## src/scs_pkg.sv

```systemverilog
// ==========================================================
// shared constants of the segmented configuration store
package scs_pkg;
    // ======================================================
    // sizes
    localparam int NWORDS = 34;             // active parameter words
    localparam int WW     = 32;             // parameter word width
    localparam int IW     = 6;              // word index width
    localparam int AW     = 8;              // bus byte address width
    localparam int SW     = 8;              // segment number width
    typedef logic [WW-1:0] scs_word_t;
    typedef logic [IW-1:0] scs_idx_t;
    typedef logic [SW-1:0] scs_seg_t;

    // ======================================================
    // register map (byte addresses)
    localparam logic [AW-1:0] REG_CTRL = 8'h00;  // command and segment
    localparam logic [AW-1:0] REG_STAT = 8'h04;  // block state
    localparam logic [AW-1:0] REG_IDX  = 8'h08;  // parameter word index
    localparam logic [AW-1:0] REG_DATA = 8'h0c;  // active parameter word
    localparam int CTRL_SEG_LSB = 0;
    localparam int CTRL_CMD_LSB = 8;
    localparam logic [1:0] CMD_SAVE = 2'h1;      // commit one segment
    localparam logic [1:0] CMD_DFLT = 2'h2;      // factory defaults
    localparam int ST_BUSY   = 0;
    localparam int ST_LOADED = 1;
    localparam int ST_ERR    = 2;

    // ======================================================
    // word indexes of interest
    localparam scs_idx_t W_OP_DIM   = 6'h00;
    localparam scs_idx_t W_HAVE_ALT = 6'h05;
    localparam scs_idx_t W_REF_ALT  = 6'h06;
    localparam scs_idx_t W_SRV_DIM  = 6'h1d;
    localparam scs_word_t DIM_2D    = 32'h0000_0003;
    localparam scs_word_t ZERO_WORD = 32'h0000_0000;

    // ======================================================
    // factory defaults of every parameter word
    function automatic scs_word_t dflt(input scs_idx_t i);
        unique case (i)
            6'h00: dflt = 32'h0000_0004;  // operating dimension, full 3d
            6'h01: dflt = 32'h0000_0003;  // differential mode, auto
            6'h02: dflt = 32'h0000_0001;  // dynamics, land
            6'h04: dflt = 32'h0000_001e;  // differential age limit, 30 s
            6'h07: dflt = 32'h0000_0012;  // position output options
            6'h08: dflt = 32'h0000_0002;  // velocity output options
            6'h09: dflt = 32'h0000_0001;  // time output options
            6'h0a: dflt = 32'h0000_0002;  // auxiliary output options
            6'h0b: dflt = 32'h0000_0032;  // output-selection mask byte 1
            6'h0c: dflt = 32'h0000_0021;  // output-selection mask byte 2
            6'h0d: dflt = 32'hffff_ffc0;  // automatic output mask
            6'h0e: dflt = 32'h2580_2580;  // port 0 baud in/out 9600
            6'h0f: dflt = 32'h0000_1218;  // port 0 frame: 8 odd 1, bin out
            6'h10: dflt = 32'h2580_2580;  // port 1 baud in/out 9600
            6'h11: dflt = 32'h0000_1218;  // port 1 frame
            6'h12: dflt = 32'h0000_0309;  // pulse en, utc, true pol, drv 3
            6'h14: dflt = 32'h4396_0000;  // bias threshold 300.0 m
            6'h15: dflt = 32'h3727_c5ac;  // pulse width 10.0e-6 s
            6'h16: dflt = 32'h4ac2_a532;  // x on the equator, prime meridian
            6'h1a: dflt = 32'h0000_0001;  // self-survey enabled
            6'h1b: dflt = 32'h0000_07d0;  // survey length 2000
            6'h1d: dflt = 32'h0000_0004;  // survey dimension, full 3d
            6'h1e: dflt = 32'h0000_0020;  // sentence mask, zda only
            6'h1f: dflt = 32'h0000_0001;  // sentence rate
            default: dflt = ZERO_WORD;    // flags false, zeros, 0.0
        endcase
    endfunction

    // ======================================================
    // sequencer states
    typedef enum logic [1:0] {
        ST_IDLE = 2'b00,
        ST_LOAD = 2'b01,
        ST_SAVE = 2'b10,
        ST_DEF  = 2'b11
    } scs_state_e;
endpackage

```

## src/scs_seg_if.sv

```systemverilog
`timescale 1ns/100ps
// ==========================================================
// segment lookup between the sequencer and the segment map
interface scs_seg_if;
    import scs_pkg::*;
    scs_seg_t seg;      // segment number asked for
    logic     valid;    // segment exists
    scs_idx_t first;    // first word of the segment
    scs_idx_t last;     // last word of the segment
    modport seq (output seg, input valid, first, last);
    modport map (input seg, output valid, first, last);
endinterface

```

## src/scs_seg_map.sv

```systemverilog
`timescale 1ns/100ps
// ==========================================================
// segment number to word range
module scs_seg_map (
    scs_seg_if.map s    // lookup port
);
    import scs_pkg::*;

    // related words sit together; unknown segments answer not valid
    always_comb begin
        s.valid = 1'b1;
        s.first = 6'h00;
        s.last  = 6'h00;
        unique case (s.seg)
            8'h02: begin s.first = 6'h00; s.last = 6'h06; end
            8'h03: begin s.first = 6'h07; s.last = 6'h0d; end
            8'h04: begin s.first = 6'h0e; s.last = 6'h11; end
            8'h05: begin s.first = 6'h12; s.last = 6'h15; end
            8'h06: begin s.first = 6'h16; s.last = 6'h19; end
            8'h07: begin s.first = 6'h1a; s.last = 6'h1d; end
            8'h08: begin s.first = 6'h1e; s.last = 6'h20; end
            8'h0b: begin s.first = 6'h21; s.last = 6'h21; end
            default: s.valid = 1'b0;
        endcase
    end
endmodule

```

## src/scs_top.sv

```systemverilog
`timescale 1ns/100ps
// What this block does
// - at every reset the active settings are loaded from nonvolatile storage
// - a set takes effect at once; storage stays unchanged until saved
// - storage is grouped in numbered segments, saved or restored one at a time
// - a save command writes the segment's active values into storage
// - default command writes defaults to the stored segment and to active settings
// - segment 2 defaults dimension 4, diff mode 3, dynamics 1, foliage 0, age 30
// - reference altitude and its flag default to 0.0 and false
// - segment 3 mask bytes default 0x32 and 0x21, auto mask 0xffffffc0
// - segment 3 output option bytes default 0x12, 0x02, 0x01, 0x02
// - segment 4 ports default 9600 in/out, 8 odd 1, no input, binary output
// - segment 5 pulse on, utc, true, 0 offset, 300 m, 10e-6 s, driver 3
// - segment 6 position defaults to zero lat/lon/alt, position flag false
// - segment 7 survey enabled, length 2000, save flag false
// - saving during a survey may store auto or 2d as next survey dimension
// - a 2d survey uses the active reference altitude if entered, else 0
// - segment 8 sentence mask 0x20, rate 1, options 0
// - segment 11 holds a utc-valid flag defaulting false
module scs_top (
    input  wire logic                   core_clk_in,   // system clock
    input  wire logic                   reset_n_in,    // async reset, low
    input  wire logic                   ce_in,         // clock enable
    // wishbone slave
    input  wire logic                   wb_cyc_in,     // cycle
    input  wire logic                   wb_stb_in,     // strobe
    input  wire logic                   wb_we_in,      // write
    input  wire logic [scs_pkg::AW-1:0] wb_adr_in,     // byte address
    input  wire logic [3:0]             wb_sel_in,     // byte lanes
    input  wire logic [31:0]            wb_dat_in,     // write data
    output logic      [31:0]            wb_dat_out,    // read data
    output logic                        wb_ack_out,    // acknowledge
    // nonvolatile storage port
    output logic                        nv_req_out,    // access request
    output logic                        nv_we_out,     // write access
    output logic      [scs_pkg::IW-1:0] nv_addr_out,   // word address
    output logic      [scs_pkg::WW-1:0] nv_wdata_out,  // write word
    input  wire logic                   nv_ack_in,     // access done
    input  wire logic [scs_pkg::WW-1:0] nv_rdata_in,   // read word
    // survey interface
    input  wire logic                   survey_run_in, // survey running
    output logic      [scs_pkg::WW-1:0] survey_dim_out,// dimension to use
    output logic      [scs_pkg::WW-1:0] survey_alt_out,// 2d altitude
    // active configuration, all words flattened
    output logic [scs_pkg::NWORDS*scs_pkg::WW-1:0] cfg_out  // active words
);
    import scs_pkg::*;

    // elaboration guards: the index and byte-lane logic serve only these sizes
    if (NWORDS > (1 << IW)) begin : g_bad_idx
        $error("word index too narrow");
    end
    if (WW != 32) begin : g_bad_ww
        $error("parameter words must be 32 bits");
    end

    // ======================================================
    // declarations
    scs_word_t  act_reg [NWORDS];
    scs_state_e state_reg;
    scs_idx_t   ptr_reg;
    scs_idx_t   last_reg;
    scs_idx_t   idx_reg;
    logic       loaded_reg;
    logic       err_reg;
    logic       req_reg;
    logic       ack_reg;
    logic       srv_sub_reg;
    scs_word_t  rdat_reg;
    logic       wb_req;
    logic       wr_ctrl;
    logic       wr_data;
    logic       nv_done;
    logic [1:0] cmd_code;
    scs_word_t  save_word;
    scs_word_t  wmask;
    scs_seg_if  seg_if ();

    // ======================================================
    // segment lookup
    assign seg_if.seg = wb_dat_in[CTRL_SEG_LSB +: SW];

    scs_seg_map u_map (
        .s (seg_if.map)
    );

    // ======================================================
    // bus decode
    // a request is answered one cycle after it is seen, then ack drops
    assign wb_req   = wb_cyc_in & wb_stb_in & ~ack_reg;
    assign wr_ctrl  = wb_req & wb_we_in & (wb_adr_in == REG_CTRL) & wb_sel_in[1];
    assign wr_data  = wb_req & wb_we_in & (wb_adr_in == REG_DATA);
    assign cmd_code = wb_dat_in[CTRL_CMD_LSB +: 2];
    assign nv_done  = req_reg & nv_ack_in;

    // byte lanes select which bytes of the parameter word change
    always_comb begin
        wmask = ZERO_WORD;
        for (int b = 0; b < 4; b++) begin
            wmask[b*8 +: 8] = {8{wb_sel_in[b]}};
        end
    end

    // acknowledge, one cycle wide
    always_ff @(posedge core_clk_in or negedge reset_n_in) begin
        if (!reset_n_in) begin
            ack_reg <= 1'b0;
        end else if (ce_in) begin
            ack_reg <= wb_req;
        end
    end

    // read data; unmapped addresses read zero
    always_ff @(posedge core_clk_in or negedge reset_n_in) begin
        if (!reset_n_in) begin
            rdat_reg <= ZERO_WORD;
        end else if (ce_in && wb_req) begin
            unique case (wb_adr_in)
                REG_STAT: begin
                    rdat_reg           <= ZERO_WORD;
                    rdat_reg[ST_BUSY]  <= state_reg != ST_IDLE;
                    rdat_reg[ST_LOADED]<= loaded_reg;
                    rdat_reg[ST_ERR]   <= err_reg;
                end
                REG_IDX:  rdat_reg <= {{(WW-IW){1'b0}}, idx_reg};
                REG_DATA: rdat_reg <= (idx_reg < NWORDS[IW-1:0]) ?
                                      act_reg[idx_reg] : ZERO_WORD;
                default:  rdat_reg <= ZERO_WORD;
            endcase
        end
    end

    assign wb_ack_out = ack_reg;
    assign wb_dat_out = rdat_reg;

    // word index register
    always_ff @(posedge core_clk_in or negedge reset_n_in) begin
        if (!reset_n_in) begin
            idx_reg <= 6'h00;
        end else if (ce_in && wb_req && wb_we_in && wb_adr_in == REG_IDX
                     && wb_sel_in[0]) begin
            idx_reg <= wb_dat_in[IW-1:0];
        end
    end

    // ======================================================
    // command sequencer
    // commands arriving while busy are dropped; status shows busy
    always_ff @(posedge core_clk_in or negedge reset_n_in) begin
        if (!reset_n_in) begin
            state_reg <= ST_LOAD;
            ptr_reg   <= 6'h00;
            last_reg  <= 6'(NWORDS - 1);
        end else if (ce_in) begin
            unique case (state_reg)
                ST_IDLE: begin
                    if (wr_ctrl && seg_if.valid) begin
                        if (cmd_code == CMD_SAVE) begin
                            state_reg <= ST_SAVE;
                        end else if (cmd_code == CMD_DFLT) begin
                            state_reg <= ST_DEF;
                        end
                        ptr_reg  <= seg_if.first;
                        last_reg <= seg_if.last;
                    end
                end
                ST_LOAD, ST_SAVE, ST_DEF: begin
                    if (nv_done) begin
                        if (ptr_reg == last_reg) begin
                            state_reg <= ST_IDLE;
                        end else begin
                            ptr_reg <= ptr_reg + 6'h01;
                        end
                    end
                end
            endcase
        end
    end

    // load complete flag and bad segment flag
    always_ff @(posedge core_clk_in or negedge reset_n_in) begin
        if (!reset_n_in) begin
            loaded_reg <= 1'b0;
            err_reg    <= 1'b0;
        end else if (ce_in) begin
            if (state_reg == ST_LOAD && nv_done && ptr_reg == last_reg) begin
                loaded_reg <= 1'b1;
            end
            if (state_reg == ST_IDLE && wr_ctrl) begin
                err_reg <= ~seg_if.valid;
            end
        end
    end

    // ======================================================
    // survey-running capture
    // a save that starts while a survey runs records the live dimension
    always_ff @(posedge core_clk_in or negedge reset_n_in) begin
        if (!reset_n_in) begin
            srv_sub_reg <= 1'b0;
        end else if (ce_in && state_reg == ST_IDLE && wr_ctrl) begin
            srv_sub_reg <= survey_run_in;
        end
    end

    // word sent to storage on a save
    always_comb begin
        save_word = act_reg[ptr_reg];
        if (ptr_reg == W_SRV_DIM && srv_sub_reg) begin
            save_word = act_reg[W_OP_DIM];
        end
    end

    // ======================================================
    // storage access
    // the request stays up until the storage acknowledges
    always_ff @(posedge core_clk_in or negedge reset_n_in) begin
        if (!reset_n_in) begin
            req_reg      <= 1'b0;
            nv_we_out    <= 1'b0;
            nv_addr_out  <= 6'h00;
            nv_wdata_out <= ZERO_WORD;
        end else if (ce_in) begin
            if (nv_done || state_reg == ST_IDLE) begin
                req_reg <= 1'b0;
            end else if (!req_reg) begin
                req_reg     <= 1'b1;
                nv_we_out   <= state_reg != ST_LOAD;
                nv_addr_out <= ptr_reg;
                nv_wdata_out <= (state_reg == ST_DEF) ?
                                dflt(ptr_reg) : save_word;
            end
        end
    end

    assign nv_req_out = req_reg;

    // ======================================================
    // active parameter words
    // reset values are the factory defaults so outputs are sane while
    // the stored copy is being read back in
    for (genvar g = 0; g < NWORDS; g++) begin : g_act
        localparam scs_idx_t GI = IW'(g);
        always_ff @(posedge core_clk_in or negedge reset_n_in) begin
            if (!reset_n_in) begin
                act_reg[g] <= dflt(GI);
            end else if (ce_in) begin
                if (state_reg == ST_LOAD && nv_done && ptr_reg == GI) begin
                    act_reg[g] <= nv_rdata_in;
                end else if (state_reg == ST_DEF && nv_done
                             && ptr_reg == GI) begin
                    act_reg[g] <= dflt(GI);
                end else if (state_reg == ST_IDLE && wr_data
                             && idx_reg == GI) begin
                    act_reg[g] <= (act_reg[g] & ~wmask)
                                | (wb_dat_in & wmask);
                end
            end
        end
        assign cfg_out[g*WW +: WW] = act_reg[g];
    end

    // ======================================================
    // survey outputs
    // a 2d survey without an entered altitude falls back to zero height
    always_ff @(posedge core_clk_in or negedge reset_n_in) begin
        if (!reset_n_in) begin
            survey_dim_out <= dflt(W_SRV_DIM);
            survey_alt_out <= ZERO_WORD;
        end else if (ce_in) begin
            survey_dim_out <= act_reg[W_SRV_DIM];
            if (act_reg[W_SRV_DIM] == DIM_2D
                && act_reg[W_HAVE_ALT] != ZERO_WORD) begin
                survey_alt_out <= act_reg[W_REF_ALT];
            end else begin
                survey_alt_out <= ZERO_WORD;
            end
        end
    end
endmodule

```

## config.mk

```make
export PLATFORM = sky130hd
export DESIGN_NAME = scs_top
export DESIGN_NICKNAME = d
export VERILOG_FILES = /design/src/scs_pkg.sv /design/src/scs_seg_if.sv /design/src/scs_seg_map.sv /design/src/scs_top.sv
export SDC_FILE = /design/constraint.sdc
export NUM_CORES = 2
export LEC_CHECK = 0
export ABC_AREA = 0
export BUFFER_PORTS_ARGS = -buffer_cell sky130_fd_sc_hd__buf_2
export CORE_AREA = 2 2 514 516
export DETAILED_ROUTE_END_ITERATION = 8
export DIE_AREA = 0 0 516 518
export SKIP_CTS_REPAIR_TIMING = 1
export SYNTH_ARGS = -nofsm -noshare
export SYNTH_HDL_FRONTEND = slang
export SYNTH_SLANG_ARGS = --single-unit
```

## constraint.sdc

```tcl
create_clock -name core_clk_in -period 4.3 [get_ports core_clk_in]
set_input_delay 0.86 -clock core_clk_in [delete_from_list [all_inputs] [get_ports core_clk_in]]
set_output_delay 0.86 -clock core_clk_in [all_outputs]
set_load 0.01 [all_outputs]
```

==> results.yml <==
timing:
  timing.slew.headroom_pct: -7.996
  tightest_slew_ps: 1603
  rsz0062_at_grt: "no"
  finalClockSkew_ps: 49.31
  totalNegativeSetupSlack_ps: 0
  slew_violations: 2
  setup_violations: 0
  hold_violations: 0
  fmax_mhz: 246.7
  fin_crit_sh_pct: 94.27
  fin_crit_ps: 4054
logic_synthesis:
  synth_edf_count: 0
  synth_area_um2: 79310
  ys_types: 98
  yosys.area.top_type: "dfrtp_1"
  synth-seq-cells: 1248
  ys.flop_type: "dfrtp_1"
  synth_top_area_share_pct: 35.49
  synth_nets: 8243
  synth.most_common_cell: "dfrtp_1"
  synth_warnings: 0
  async_flop_share_pct: 100.0
  avgSynthCellArea_um2: 9.732
  synthTopCellsByArea: "dfrtp_1 (35%), mux4_2 (14%), a21oi_1 (6.1%)"
  synthCells: 8150
  synth_common_cells: "dfrtp_1 (1,125), a21oi_1 (970), nor2_1 (777)"
  seq_area_frac_synth_pct: 39.57
hold_path:
  hold_path_depth: 2
  hold_end: "idx_reg[5]"
  hp-class: "in -> reg"
  min_from: "wb_dat_in[5]"
cts:
  cts-root-buf: "clkbuf_16"
  clk_pin_slew_ps: 60
  htreeDepth: 4
  clkSinkCount: 1248
  cts_tree: "built"
  cts_made_buffers: 163
  clock_latency_ps: 890
  clock_tree.buffer_depth: 3
grt:
  busiest_layer: "met2"
  grt_pass1_wl_um: 784200
  grtUsageMet2_pct: 62.85
  met1_usage_pct: 50.66
  overflow: 0
  grt_start_max_net_pins: 158
  grt_pass1_vias: 80040
  met3_usage_pct: 17.85
  track_usage_pct: 43.53
  antenna_found_initial: 81
die:
  die_area_um2: 267300
  dieHeight_um: 518
  fp.coreArea_um2: 261600
  num_rows: 188
  dieWidth_um: 516
  start_util_pct: 30.32
  ios: 1309
cells_and_area:
  post-route-util_pct: 37.21
  nNetsFinal: 9355
  area_growth_pct: 22.70
  largest_reg_flops: 1088
  layout-drive-gt1-share_pct: 32.38
  fill_cells: 26520
setup_path:
  r2r-end: "cfg_out[501]"
  worstRegToRegCells: 7
  r2r_start: "state_reg[0]"
  cp-start-kind: "flop"
  worstSetupPathType: "reg -> reg"
  crit_required_ps: 5060
  r2r_slack_ps: 250
  crit_fanout: 16
  endpoint_kind: "flop"
  worstPathArrival_ps: 4810
placement:
  place_hpwl_um: 472800
  place.gp.congestion: 1.055
  port-buffer-count: 1308
job:
  maxCapViolations: 1
power_and_ir_drop:
  sequentialPowerShare_pct: 41.2
  switchingPower_w: 0.008151
  power.density_nw_per_um2: 295.5
  power_w: 0.02876
  p_int_w: 0.02061
  power_leakage_nw: 42.98
  sw_frac_of_total_pct: 28.34
  ir_drop_uv: 466.1
  clkPwrFrac_pct: 50.9
  p_comb_share_pct: 7.9
route:
  drc: 0
  dr_total_vias: 86870
  wl_per_cell_um: 46.46
  ant_nets: 0
  dr.pass1.iters: 9
  viasPerCell: 6.704
  drt-total-wl_um: 602000
  drtIter0Drc: 14350
status:
  run_status: "finished with violations"
  violations: "max-capacitance violations, max-slew violations"
## cell families (layout without fill, tap and decap cells)
kind of cell,count (synthesis),count (layout),synth area share (%)
compound gates,3083,3083,25.11
xor+xnor,8,8,0.08834
fa+ha+maj,9,9,0.1420
buf+inv,1022,2276,5.480
flops,1248,1248,39.57
mux,869,869,18.72
other cells,0,39,0
simple gates,1911,1911,10.90
## cell usage in the layout, fill, tap and decap left out, types with 19 or more instances in the layout
cell	n
o21a_1	19
a22oi_1	144
mux2i_1	248
nand2_1	644
dfstp_2	123
nor3_1	50
nor2_1	772
o2111ai_1	21
a221oi_1	38
buf_4	487
clkbuf_1	40
inv_1	108
clkinv_2	28
a21o_1	50
buf_12	60
clkbuf_16	163
clkbuf_8	36
or3_1	21
o22a_1	275
a22o_1	150
nor4_1	32
nand3_1	57
nor2b_1	31
a21oi_1	970
o21ai_0	743
o22ai_1	101
dfrtp_1	1115
mux2_2	142
a21oi_2	21
mux4_2	477
nand2b_1	72
nand4_1	35
buf_2	1306
and2_1	28
diode_2	39
o21ai_1	25
o2bb2ai_1	144
a31oi_1	38
a2bb2oi_1	191
## metal layers
metal	vias up	wire (um)	share of wire, %
met3	1878	84650	14
met4	34	61630	10
met2	8097	249700	41
met1	43920	205900	34
li1	32950	-	-
met5	-	208	0.035
## power groups by stage
| stage | sequential (W) | combinational [W] | clock (W) |
|---|---|---|---|
| floorplan | 0.0121 | 0.000875 | 0 |
| global placement | 0.0121 | 0.00217 | 0 |
| detailed placement | 0.0121 | 0.00219 | 0 |
| CTS | 0.0118 | 0.00220 | 0.0146 |
| global route | 0.0118 | 0.00233 | 0.0151 |
| finish | 0.0118 | 0.00227 | 0.0147 |
## worst max-delay path, stage by stage, from the launching register on
cell      delay, ps
dfstp_2         720
nand4b_1        360
buf_4           320
buf_4           180
nor4_1          910
o21ai_0         800
buf_4           400
a22o_1          230
## how the worst max path moves through the flow
| stage | startpoint | slack, ps | end |
|---|---|---|---|
| detailed placement | nv_ack_in | 330 | cfg_out[496] |
| global placement | nv_ack_in | 330 | cfg_out[501] |
| global route | state_reg[0] | 460 | cfg_out[501] |
| finish | state_reg[0] | 250 | cfg_out[501] |
| floorplan | ptr_reg[0] | 850 | cfg_out[795] |
| CTS | state_reg[0] | 600 | cfg_out[496] |
## layout make-up
| cell class | count | area (um2) | share of cell area [%] |
|---|---|---|---|
| flip-flops and latches | 1248 | 31410 | 32.28 |
| well taps | 3515 | 4398 | 4.519 |
| multi-input cells | 5880 | 44030 | 45.25 |
| clock buffers | 239 | 4725 | 4.855 |
| clock inverters | 68 | 802.0 | 0.8241 |
| diodes | 39 | 97.59 | 0.1003 |
| inverters | 113 | 426.7 | 0.4384 |
| repair buffers | 1856 | 11430 | 11.74 |
## metrics by stage
step | hold slack (ps) | instances | setup slack [ps] | cell area, um2
after global placement | 459.6 | 12610 | 333.3 | 91670
after CTS | -100.7 | 12920 | 595.7 | 97200
after global routing | 333.9 | 12930 | 460.3 | 97240
after detailed placement | 480.5 | 12610 | 328.0 | 91670
final | 327.7 | 12960 | 246.4 | 97320
after floorplan | 444.1 | 8150 | 851.3 | 79310
(Power assumes the default switching activity.)
